[src/hdl/pfd_map.svh]
// Offsets, field positions, reset values and figures of the detector block
// Assumes a 32-bit APB slave with one aligned word per register
`ifndef PFD_MAP_SVH
`define PFD_MAP_SVH

// Register indices; byte address is index times four
`define PFD_IDX_CFG 6'h01
`define PFD_IDX_DETCTL 6'h03
`define PFD_IDX_PUMP 6'h04
`define PFD_IDX_STAT 6'h06

// Configuration register fields
`define PFD_SLIP_EN_BIT 4
`define PFD_SLIP_OE_BIT 13

// Detector control register fields
`define PFD_SWAP_BIT 4
`define PFD_DELAY_MSB 2
`define PFD_DELAY_LSB 0

// Pump register fields
`define PFD_RGAIN_MSB 6
`define PFD_RGAIN_LSB 0
`define PFD_LGAIN_MSB 13
`define PFD_LGAIN_LSB 7
`define PFD_OFS_MSB 20
`define PFD_OFS_LSB 14
`define PFD_OFS_RAISE_BIT 21
`define PFD_OFS_LOWER_BIT 22
`define PFD_FORCE_RAISE_BIT 26
`define PFD_FORCE_LOWER_BIT 27

// Status register fields
`define PFD_ST_RAISE_BIT 0
`define PFD_ST_LOWER_BIT 1
`define PFD_ST_RSAT_BIT 2
`define PFD_ST_LSAT_BIT 3
`define PFD_ST_SLIPR_BIT 4
`define PFD_ST_SLIPL_BIT 5

// Writable bits and reset values
`define PFD_MASK_CFG 32'h0000_2010
`define PFD_MASK_DETCTL 32'h0000_0017
`define PFD_MASK_PUMP 32'h0c7f_ffff
`define PFD_RST_CFG 32'h0000_0000
`define PFD_RST_DETCTL 32'h0000_0000
`define PFD_RST_PUMP 32'h0000_0000

// Pump current figures and lead count limit
`define PFD_GAIN_STEP_UA 20
`define PFD_GAIN_STEPS 7'h7f
`define PFD_LEAD_MAX 4'hf

`endif

[src/hdl/pfd_pkg.sv]
// Types shared by the detector block modules
// Assumes the constants come from pfd_map.svh
package pfd_pkg;

   typedef enum logic [1:0] {
      SLIP_IDLE = 2'b00,
      SLIP_RAISE = 2'b01,
      SLIP_LOWER = 2'b10
   } pfd_slip_e;

   typedef logic [6:0] pfd_code_t;
   typedef logic [3:0] pfd_lead_t;

endpackage

[src/hdl/pfd_if.sv]
// Signals between the top, the edge comparator and the slip controller
// Assumes all parties run on sys_clk
`timescale 1ns/100ps
`default_nettype none

interface pfd_if;
   logic refEdge;
   logic vcoEdge;
   logic swap;
   logic [2:0] delay;
   logic detRaise;
   logic detLower;
   logic raiseSat;
   logic lowerSat;
   logic slipEn;
   logic slipRaise;
   logic slipLower;

   modport det (input refEdge, vcoEdge, swap, delay,
                output detRaise, detLower, raiseSat, lowerSat);
   modport slip (input slipEn, raiseSat, lowerSat,
                 output slipRaise, slipLower);
   modport ctl (output refEdge, vcoEdge, swap, delay, slipEn,
                input detRaise, detLower, raiseSat, lowerSat,
                input slipRaise, slipLower);
endinterface

`default_nettype wire

[src/hdl/pfd_top.sv]
// Phase detector and pump control with APB register access
// Assumes divided reference and divided oscillator arrive on async pins
//
// Functional notes
// - Compare divided edges, drive raise/lower requests
// - Swap bit exchanges the two compared inputs
// - Force bit holds raise request on
// - Force bit holds lower request on
// - Large error: state machine holds pump direction
// - Hold polarity until frequency difference near zero
// - Slip prevention needs enable and output enable
// - Delay field sets slip sensitivity
// - Two saturation flags show which input leads
// - Raise and lower gain codes set independently
// - Gain code: up to 127 steps of 20uA
// - Offset magnitude from seven-bit field
// - Offset steered to raise or lower pump
//
// The implementer's own choices: the APB register port and the address map.
`include "pfd_map.svh"
`timescale 1ns/100ps
`default_nettype none

module pfd_top
   import pfd_pkg::*;
(
   // Clock and reset
   input wire logic sys_clk,
   input wire logic rst_n,
   // APB slave
   input wire logic [7:0] paddr,
   input wire logic psel,
   input wire logic penable,
   input wire logic pwrite,
   input wire logic [31:0] pwdata,
   output logic [31:0] prdata,
   output logic pready,
   output logic pslverr,
   // Divided inputs
   input wire logic refDivIn,
   input wire logic vcoDivIn,
   // Pump stage control
   output logic raiseRequest,
   output logic lowerRequest,
   output pfd_code_t raiseGain,
   output pfd_code_t lowerGain,
   output pfd_code_t offsetMag,
   output logic offsetToRaise,
   output logic offsetToLower,
   // Companion divider
   output logic raiseSaturationFlag,
   output logic lowerSaturationFlag
);

   // ---------------------------------------------------------------
   // Decode helpers
   // ---------------------------------------------------------------
   function automatic logic regHit(input logic [7:0] addr,
                                   input logic [5:0] idx);
      return addr == {idx, 2'b00};
   endfunction

   function automatic logic regMapped(input logic [7:0] addr);
      return regHit(addr, `PFD_IDX_CFG) ||
             regHit(addr, `PFD_IDX_DETCTL) ||
             regHit(addr, `PFD_IDX_PUMP) ||
             regHit(addr, `PFD_IDX_STAT);
   endfunction

   // ---------------------------------------------------------------
   // State
   // ---------------------------------------------------------------
   typedef struct packed {
      logic [2:0] refSync;
      logic [2:0] vcoSync;
      logic [31:0] cfgReg;
      logic [31:0] detCtrlReg;
      logic [31:0] pumpReg;
      logic [31:0] prdata;
      logic pready;
      logic pslverr;
      logic raiseRequest;
      logic lowerRequest;
      logic raiseSat;
      logic lowerSat;
   } pfd_top_s;

   pfd_top_s q;
   pfd_top_s d;

   pfd_if link ();

   logic access;
   logic wrDone;
   logic slipEn;
   logic [31:0] statusReg;

   // ---------------------------------------------------------------
   // Submodules
   // ---------------------------------------------------------------
   pfd_detector u_detector (
      .sys_clk (sys_clk),
      .rst_n (rst_n),
      .det (link.det)
   );

   pfd_slip u_slip (
      .sys_clk (sys_clk),
      .rst_n (rst_n),
      .sl (link.slip)
   );

   // ---------------------------------------------------------------
   // Edges and control to the comparator and slip controller
   // ---------------------------------------------------------------
   // Sync stage 1 feeds only stage 2; edges come from stages 2 and 3
   assign link.refEdge = q.refSync[1] & ~q.refSync[2];
   assign link.vcoEdge = q.vcoSync[1] & ~q.vcoSync[2];
   assign link.swap = q.detCtrlReg[`PFD_SWAP_BIT];
   assign link.delay =
      q.detCtrlReg[`PFD_DELAY_MSB:`PFD_DELAY_LSB];
   assign slipEn = q.cfgReg[`PFD_SLIP_EN_BIT] &
                   q.cfgReg[`PFD_SLIP_OE_BIT];
   assign link.slipEn = slipEn;

   // ---------------------------------------------------------------
   // Bus phases
   // ---------------------------------------------------------------
   // One wait state: pready follows the first access cycle
   assign access = psel && penable && !q.pready;
   assign wrDone = psel && penable && q.pready && pwrite;

   always_comb begin
      statusReg = 32'h0000_0000;
      statusReg[`PFD_ST_RAISE_BIT] = q.raiseRequest;
      statusReg[`PFD_ST_LOWER_BIT] = q.lowerRequest;
      statusReg[`PFD_ST_RSAT_BIT] = link.raiseSat;
      statusReg[`PFD_ST_LSAT_BIT] = link.lowerSat;
      statusReg[`PFD_ST_SLIPR_BIT] = link.slipRaise;
      statusReg[`PFD_ST_SLIPL_BIT] = link.slipLower;
   end

   // ---------------------------------------------------------------
   // Next state
   // ---------------------------------------------------------------
   always_comb begin
      d = q;
      d.refSync = {q.refSync[1:0], refDivIn};
      d.vcoSync = {q.vcoSync[1:0], vcoDivIn};
      d.pready = 1'b0;
      d.pslverr = 1'b0;

      if (access) begin
         d.pready = 1'b1;
         d.pslverr = !regMapped(paddr);
         if (!pwrite) begin
            if (regHit(paddr, `PFD_IDX_CFG)) begin
               d.prdata = q.cfgReg;
            end else if (regHit(paddr, `PFD_IDX_DETCTL)) begin
               d.prdata = q.detCtrlReg;
            end else if (regHit(paddr, `PFD_IDX_PUMP)) begin
               d.prdata = q.pumpReg;
            end else if (regHit(paddr, `PFD_IDX_STAT)) begin
               d.prdata = statusReg;
            end else begin
               d.prdata = 32'h0000_0000;
            end
         end
      end

      // No shadow copy: a field drives the logic from the next edge on
      if (wrDone) begin
         if (regHit(paddr, `PFD_IDX_CFG)) begin
            d.cfgReg = pwdata & `PFD_MASK_CFG;
         end
         if (regHit(paddr, `PFD_IDX_DETCTL)) begin
            d.detCtrlReg = pwdata & `PFD_MASK_DETCTL;
         end
         if (regHit(paddr, `PFD_IDX_PUMP)) begin
            d.pumpReg = pwdata & `PFD_MASK_PUMP;
         end
      end

      // Forcing wins over everything, then the slip hold direction
      d.raiseRequest = q.pumpReg[`PFD_FORCE_RAISE_BIT] |
                       link.slipRaise |
                       (link.detRaise & !link.slipLower);
      d.lowerRequest = q.pumpReg[`PFD_FORCE_LOWER_BIT] |
                       link.slipLower |
                       (link.detLower & !link.slipRaise);

      // The companion only sees saturation while the feature is on
      d.raiseSat = slipEn & link.raiseSat;
      d.lowerSat = slipEn & link.lowerSat;
   end

   always_ff @(posedge sys_clk or negedge rst_n) begin
      if (!rst_n) begin
         q <= '{
            refSync: 3'h0,
            vcoSync: 3'h0,
            cfgReg: `PFD_RST_CFG,
            detCtrlReg: `PFD_RST_DETCTL,
            pumpReg: `PFD_RST_PUMP,
            prdata: 32'h0000_0000,
            pready: 1'b0,
            pslverr: 1'b0,
            raiseRequest: 1'b0,
            lowerRequest: 1'b0,
            raiseSat: 1'b0,
            lowerSat: 1'b0
         };
      end else begin
         q <= d;
      end
   end

   // ---------------------------------------------------------------
   // Outputs
   // ---------------------------------------------------------------
   assign prdata = q.prdata;
   assign pready = q.pready;
   assign pslverr = q.pslverr;
   assign raiseRequest = q.raiseRequest;
   assign lowerRequest = q.lowerRequest;
   // Each code step is one unit of pump current, full scale 127 steps
   assign raiseGain = q.pumpReg[`PFD_RGAIN_MSB:`PFD_RGAIN_LSB];
   assign lowerGain = q.pumpReg[`PFD_LGAIN_MSB:`PFD_LGAIN_LSB];
   assign offsetMag = q.pumpReg[`PFD_OFS_MSB:`PFD_OFS_LSB];
   assign offsetToRaise = q.pumpReg[`PFD_OFS_RAISE_BIT];
   assign offsetToLower = q.pumpReg[`PFD_OFS_LOWER_BIT];
   // Read by the companion divider, which retunes the oscillator side on raise saturation
   assign raiseSaturationFlag = q.raiseSat;
   assign lowerSaturationFlag = q.lowerSat;

   // ---------------------------------------------------------------
   // Checks
   // ---------------------------------------------------------------
   property p_force_raise;
      @(posedge sys_clk) disable iff (!rst_n)
      q.pumpReg[`PFD_FORCE_RAISE_BIT] |=> raiseRequest;
   endproperty
   a_force_raise: assert property (p_force_raise)
      else $error("forced raise not active");

   property p_force_lower;
      @(posedge sys_clk) disable iff (!rst_n)
      q.pumpReg[`PFD_FORCE_LOWER_BIT] |=> lowerRequest;
   endproperty
   a_force_lower: assert property (p_force_lower)
      else $error("forced lower not active");

   property p_slip_hold;
      @(posedge sys_clk) disable iff (!rst_n)
      (link.slipRaise && !q.pumpReg[`PFD_FORCE_LOWER_BIT])
         |=> (raiseRequest && !lowerRequest);
   endproperty
   a_slip_hold: assert property (p_slip_hold)
      else $error("slip hold direction not kept");

   property p_sat_gate;
      @(posedge sys_clk) disable iff (!rst_n)
      !slipEn |=> (!raiseSaturationFlag && !lowerSaturationFlag);
   endproperty
   a_sat_gate: assert property (p_sat_gate)
      else $error("saturation shown while disabled");

   property p_sat_flag;
      @(posedge sys_clk) disable iff (!rst_n)
      (slipEn && link.raiseSat) |=> raiseSaturationFlag;
   endproperty
   a_sat_flag: assert property (p_sat_flag)
      else $error("raise saturation not flagged");

   property p_gain_write;
      @(posedge sys_clk) disable iff (!rst_n)
      (wrDone && regHit(paddr, `PFD_IDX_PUMP))
         |=> (raiseGain == $past(pwdata[6:0]) &&
              lowerGain == $past(pwdata[13:7]));
   endproperty
   a_gain_write: assert property (p_gain_write)
      else $error("gain codes not updated");

   property p_offset_write;
      @(posedge sys_clk) disable iff (!rst_n)
      (wrDone && regHit(paddr, `PFD_IDX_PUMP))
         |=> (offsetToRaise == $past(pwdata[21]) &&
              offsetMag == $past(pwdata[20:14]));
   endproperty
   a_offset_write: assert property (p_offset_write)
      else $error("offset fields not updated");

   property p_ready_pulse;
      @(posedge sys_clk) disable iff (!rst_n)
      access |=> pready ##1 !pready;
   endproperty
   a_ready_pulse: assert property (p_ready_pulse)
      else $error("ready not a single cycle");

   property p_unmapped;
      @(posedge sys_clk) disable iff (!rst_n)
      (access && !regMapped(paddr)) |=> (pready && pslverr);
   endproperty
   a_unmapped: assert property (p_unmapped)
      else $error("unmapped access not flagged");

endmodule

`default_nettype wire

[src/hdl/pfd_detector.sv]
// Edge comparator: raise/lower requests and lead saturation
// Assumes one-cycle edge pulses already synchronised to sys_clk
`include "pfd_map.svh"
`timescale 1ns/100ps
`default_nettype none

module pfd_detector
   import pfd_pkg::*;
(
   // Clock and reset
   input wire logic sys_clk,
   input wire logic rst_n,
   // Control side
   pfd_if.det det
);

   typedef struct packed {
      logic raiseHeld;
      logic lowerHeld;
      logic leadRef;
      pfd_lead_t cnt;
   } pfd_det_s;

   pfd_det_s q;
   pfd_det_s d;
   logic a;
   logic b;

   // ---------------------------------------------------------------
   // Comparison
   // ---------------------------------------------------------------
   always_comb begin
      a = det.swap ? det.vcoEdge : det.refEdge;
      b = det.swap ? det.refEdge : det.vcoEdge;
      d = q;
      d.raiseHeld = q.raiseHeld | a;
      d.lowerHeld = q.lowerHeld | b;
      if (d.raiseHeld && d.lowerHeld) begin
         d.raiseHeld = 1'b0;
         d.lowerHeld = 1'b0;
      end
      // A second edge on one side before the other means over 2 pi
      if (a && !b) begin
         if (q.lowerHeld) begin
            d.cnt = 4'h0;
         end else if (q.raiseHeld) begin
            if (!q.leadRef) begin
               d.leadRef = 1'b1;
               d.cnt = 4'h1;
            end else if (q.cnt != `PFD_LEAD_MAX) begin
               d.cnt = q.cnt + 4'h1;
            end
         end
      end else if (b && !a) begin
         if (q.raiseHeld) begin
            d.cnt = 4'h0;
         end else if (q.lowerHeld) begin
            if (q.leadRef) begin
               d.leadRef = 1'b0;
               d.cnt = 4'h1;
            end else if (q.cnt != `PFD_LEAD_MAX) begin
               d.cnt = q.cnt + 4'h1;
            end
         end
      end
   end

   always_ff @(posedge sys_clk or negedge rst_n) begin
      if (!rst_n) begin
         q <= '0;
      end else begin
         q <= d;
      end
   end

   assign det.detRaise = q.raiseHeld;
   assign det.detLower = q.lowerHeld;
   assign det.raiseSat = q.leadRef && (q.cnt > {1'b0, det.delay});
   assign det.lowerSat = !q.leadRef && (q.cnt > {1'b0, det.delay});

   property p_pair_clears;
      @(posedge sys_clk) disable iff (!rst_n)
      (a && b) |=> (!q.raiseHeld && !q.lowerHeld);
   endproperty
   a_pair_clears: assert property (p_pair_clears)
      else $error("paired edges did not clear requests");

   property p_swap_raise;
      @(posedge sys_clk) disable iff (!rst_n)
      (det.swap && det.vcoEdge && !det.refEdge && !q.lowerHeld)
         |=> q.raiseHeld;
   endproperty
   a_swap_raise: assert property (p_swap_raise)
      else $error("swapped input did not raise");

endmodule

`default_nettype wire

[src/hdl/pfd_slip.sv]
// Slip prevention state machine holding the pump in one direction
// Assumes saturation indications from the edge comparator
`timescale 1ns/100ps
`default_nettype none

module pfd_slip
   import pfd_pkg::*;
(
   // Clock and reset
   input wire logic sys_clk,
   input wire logic rst_n,
   // Control side
   pfd_if.slip sl
);

   typedef struct packed {
      pfd_slip_e st;
   } pfd_sl_s;

   pfd_sl_s q;
   pfd_sl_s d;

   // ---------------------------------------------------------------
   // Direction hold
   // ---------------------------------------------------------------
   always_comb begin
      d = q;
      case (q.st)
         SLIP_IDLE: begin
            if (sl.slipEn && sl.raiseSat) begin
               d.st = SLIP_RAISE;
            end else if (sl.slipEn && sl.lowerSat) begin
               d.st = SLIP_LOWER;
            end
         end
         // Leave once the lead is gone, i.e. frequencies close, or once slipEn drops
         SLIP_RAISE: begin
            if (!sl.slipEn || !sl.raiseSat) begin
               d.st = SLIP_IDLE;
            end
         end
         SLIP_LOWER: begin
            if (!sl.slipEn || !sl.lowerSat) begin
               d.st = SLIP_IDLE;
            end
         end
         default: begin
            d.st = SLIP_IDLE;
         end
      endcase
   end

   always_ff @(posedge sys_clk or negedge rst_n) begin
      if (!rst_n) begin
         q <= '{st: SLIP_IDLE};
      end else begin
         q <= d;
      end
   end

   assign sl.slipRaise = (q.st == SLIP_RAISE);
   assign sl.slipLower = (q.st == SLIP_LOWER);

   property p_slip_enter;
      @(posedge sys_clk) disable iff (!rst_n)
      (q.st == SLIP_IDLE && sl.slipEn && sl.raiseSat) |=> sl.slipRaise;
   endproperty
   a_slip_enter: assert property (p_slip_enter)
      else $error("slip hold not entered");

   property p_slip_exit;
      @(posedge sys_clk) disable iff (!rst_n)
      (sl.slipRaise && !sl.slipEn) |=> !sl.slipRaise;
   endproperty
   a_slip_exit: assert property (p_slip_exit)
      else $error("slip hold not released");

endmodule

`default_nettype wire

[config.mk]
export PLATFORM = sky130hd
export DESIGN_NAME = pfd_top
export DESIGN_NICKNAME = d
export VERILOG_FILES = /design/src/hdl/pfd_pkg.sv /design/src/hdl/pfd_if.sv /design/src/hdl/pfd_top.sv /design/src/hdl/pfd_detector.sv /design/src/hdl/pfd_slip.sv
export VERILOG_INCLUDE_DIRS = /design/src /design/src/hdl
export SDC_FILE = /design/constraint.sdc
export NUM_CORES = 1
export LEC_CHECK = 0
export BUFFER_PORTS_ARGS = -buffer_cell sky130_fd_sc_hd__buf_2
export CORE_MARGIN = 2
export CORE_UTILIZATION = 46
export DETAILED_ROUTE_END_ITERATION = 8
export PLACE_DENSITY = 0.72
export SYNTH_ARGS = -nofsm -noshare
export SYNTH_HDL_FRONTEND = slang
export SYNTH_SLANG_ARGS = --single-unit
[constraint.sdc]
create_clock -name sys_clk -period 2.1 [get_ports sys_clk]
set_input_delay 0.105 -clock sys_clk [delete_from_list [all_inputs] [get_ports sys_clk]]
set_output_delay 0.105 -clock sys_clk [all_outputs]
set_load 0.05 [all_outputs]
==> impl_metrics.env <==
export IMPL_fin_crit_sh=0.8840
export IMPL_grt_antenna_before_repair=0
export IMPL_hold_viol_final=0
export IMPL_cp_end_kind="flop"
export IMPL_numClockSinks=77
export IMPL_p_leak_nw=2.351
export IMPL_drc=0
export IMPL_antenna_left=0
export IMPL_synth_most_common_cell="dfrtp_1"
export IMPL_crit_path_max_fanout=6
export IMPL_overflow=0
export IMPL_dieArea_mm2=0.008836
export IMPL_synthTopCellsByArea="dfrtp_1 (52%), buf_4 (11%), mux2_4 (8.1%), a22o_1 (4.9%), mux2_2 (3.3%)"
export IMPL_grt_pass1_wl_mm=12.26
export IMPL_setup_viol=0
export IMPL_core_rowCount=32
export IMPL_root_buffer="clkbuf_8"
export IMPL_crit_start="q[136]"
export IMPL_period_needed_ps=1856
export IMPL_vias=2520
export IMPL_initial_core_util=0.4772
export IMPL_synthTopCellsByCount="dfrtp_1 (77), buf_4 (53), a22o_1 (21)"
export IMPL_outcome="completed"
export IMPL_clock_skew_ps=7.935
export IMPL_dr_pass1_iters=4
export IMPL_fillers=664
export IMPL_clk_latency_ps=350
export IMPL_drive_gt1_frac=0.3907
export IMPL_port_buffers=93
export IMPL_grt_start_max_net_pins=43
export IMPL_core_mm2=0.007807
export IMPL_first_iter_violations=197
export IMPL_gp_congestion=0.8247
export IMPL_grt_pass1_vias=2429
export IMPL_ys_seq_elements=77
export IMPL_startpoint_type="flop"
export IMPL_cts_buffers=9
export IMPL_fin_util=0.5598
export IMPL_drt_wl_total_mm=7.628
export IMPL_vdd_drop_max_mv=0.3304
export IMPL_maxCapViolCount=0
export IMPL_diodes=0
export IMPL_die_h_um=94
export IMPL_multi_input_area_mm2=0.001311
export IMPL_holdCritStartpoint="pwdata[4]"
export IMPL_synth_cell_types=43
export IMPL_hp_class="in2reg"
export IMPL_critical_path_class="reg2reg"
export IMPL_syn_inst=305
export IMPL_pwr_density_cell_mw_per_mm2=706.1
export IMPL_whs_path_depth=2
export IMPL_clock_path_buffers=2
export IMPL_io_pins=108
export IMPL_yosys_warnings=0
export IMPL_hpwl_mm=5.263
export IMPL_wire_per_inst_um=15.54
export IMPL_async_reset_ff_frac=1.000
export IMPL_fmax_ghz=0.5387
export IMPL_finalNetCount=436
export IMPL_worstPathRequired_ps=2340
export IMPL_r2r_start="q[136]"
export IMPL_syn2layout_area_growth_pct=17.29
export IMPL_cts_tree="yes"
export IMPL_netlist_area_mm2=0.003726
export IMPL_cts_htree_levels=3
export IMPL_synth_top_area_cell="dfrtp_1"
export IMPL_drv_slew=0
export IMPL_drt_vias_per_instance=5.132
export IMPL_ff2ff_path_depth=7
export IMPL_register_area_mm2=0.001927
export IMPL_synth_top_cell_area_share=0.5171
export IMPL_synth_edf_count=0
export IMPL_total_power_mw=3.086
export IMPL_crit_arrival_ps=2090
export IMPL_syn_avg_cell_area_um2=12.22
export IMPL_grtUsageTotal=0.1811
export IMPL_path_clk_slew_ps=80
export IMPL_die_w_um=94
export IMPL_synth_flop_cell="dfrtp_1"
export IMPL_ys_seq_area_frac=0.5171
export IMPL_postCtsSetupBuffers=0
per-layer routing:
metal,GRT usage,share of wire,vias to the layer above
li1,-,-,1182
met1,0.2399,0.45,1261
met4,0.04831,0.0047,0
met5,0,0,-
met3,0.04976,0.048,4
met2,0.2940,0.50,73
worst paths after layout:
path | end | slack (ps)
max in group asynchronous | u_detector.q[2] | 1250
worst max-delay path | u_detector.q[0] | 240
worst min-delay path | q[106] | 20
min in group asynchronous | prdata[17] | 260
worst max register to register | u_detector.q[0] | 240
worst min register to register | d[139] | 350
cell families after synthesis:
group | after synthesis | share of synthesized area
mux | 36 | 0.1273
simple gates | 59 | 0.08697
fa+ha+maj | 6 | 0.01948
other cells | 1 | 0.001006
flops | 77 | 0.5171
buf+inv | 73 | 0.1377
compound gates | 53 | 0.1105
registers in the layout (all words and copies together), names as in the netlist, 2 cells and up:
name,count
q,6
u_detector.q,5
offsetMag,7
d,4
raiseGain,7
u_slip.q,2
prdata,25
link.delay,3
lowerGain,7
worst max-delay path, stage by stage, from the launching register on:
cell	delay, ps
dfrtp_1	360
nand2b_1	140
mux2i_1	250
ha_2	300
nor2_1	80
a22oi_1	250
a41oi_1	150
o22a_1	210
through the flow:
stage	setup slack, ps	hold WS, ps	cells	TNS, ps	cell area [um^2]
4_1_cts	217.8	0.5843	490	0	4358
3_5_place_dp	10.01	92.55	449	0	3926
5_1_grt	-6.889	7.996	491	-13.51	4370
6_report	243.7	22.28	491	0	4370
3_3_place_gp	31.36	86.53	449	0	3926
2_1_floorplan	101.2	-190.6	311	0	3749
cells in the final DEF, fill, tap and decap left out, drive strengths merged, types with 2 or more instances in the layout:
master,n
dlygate4sd3,26
clkinvlp,2
nand3,4
clkbuf,9
dfrtp,77
mux2i,5
a22o,21
nor2,12
a21oi,5
or4,2
a22oi,3
a41oi,2
nand2b,7
ha,5
nor3,9
nand4,3
o21ai,5
a32o,2
clkinv,3
inv,12
nor2b,3
nand2,13
buf,99
a31oi,2
conb,7
mux2,31
a21o,2
o22ai,2
a32oi,2
power breakdown:
| part | switching (mW) | leakage [nW] | internal [mW] |
|---|---|---|---|
| Sequential | 0.0732 | 1.05 | 1.54 |
| Clock | 0.579 | 0.0877 | 0.442 |
| Combinational | 0.265 | 1.22 | 0.191 |
| Total | 0.918 | 2.35 | 2.17 |
repair_timing:
| action | CTS | global route |
|---|---|---|
| setup endpoints to repair | 0 | 2 |
| hold endpoints to repair | 58 | 1 |
| hold buffers | 25 | 1 |
| gates resized for setup | 0 | 1 |
area by class of cell:
type                       instances  share of cell area
clock buffer                       9             0.02834
inverter                          10            0.008589
multi-input combinational        161              0.3000
clock inverter                     7             0.01317
timing repair buffer             125              0.1798
tap                              102             0.02920
sequential                        77              0.4409
Note: power is estimated with default switching activity, not from simulation.
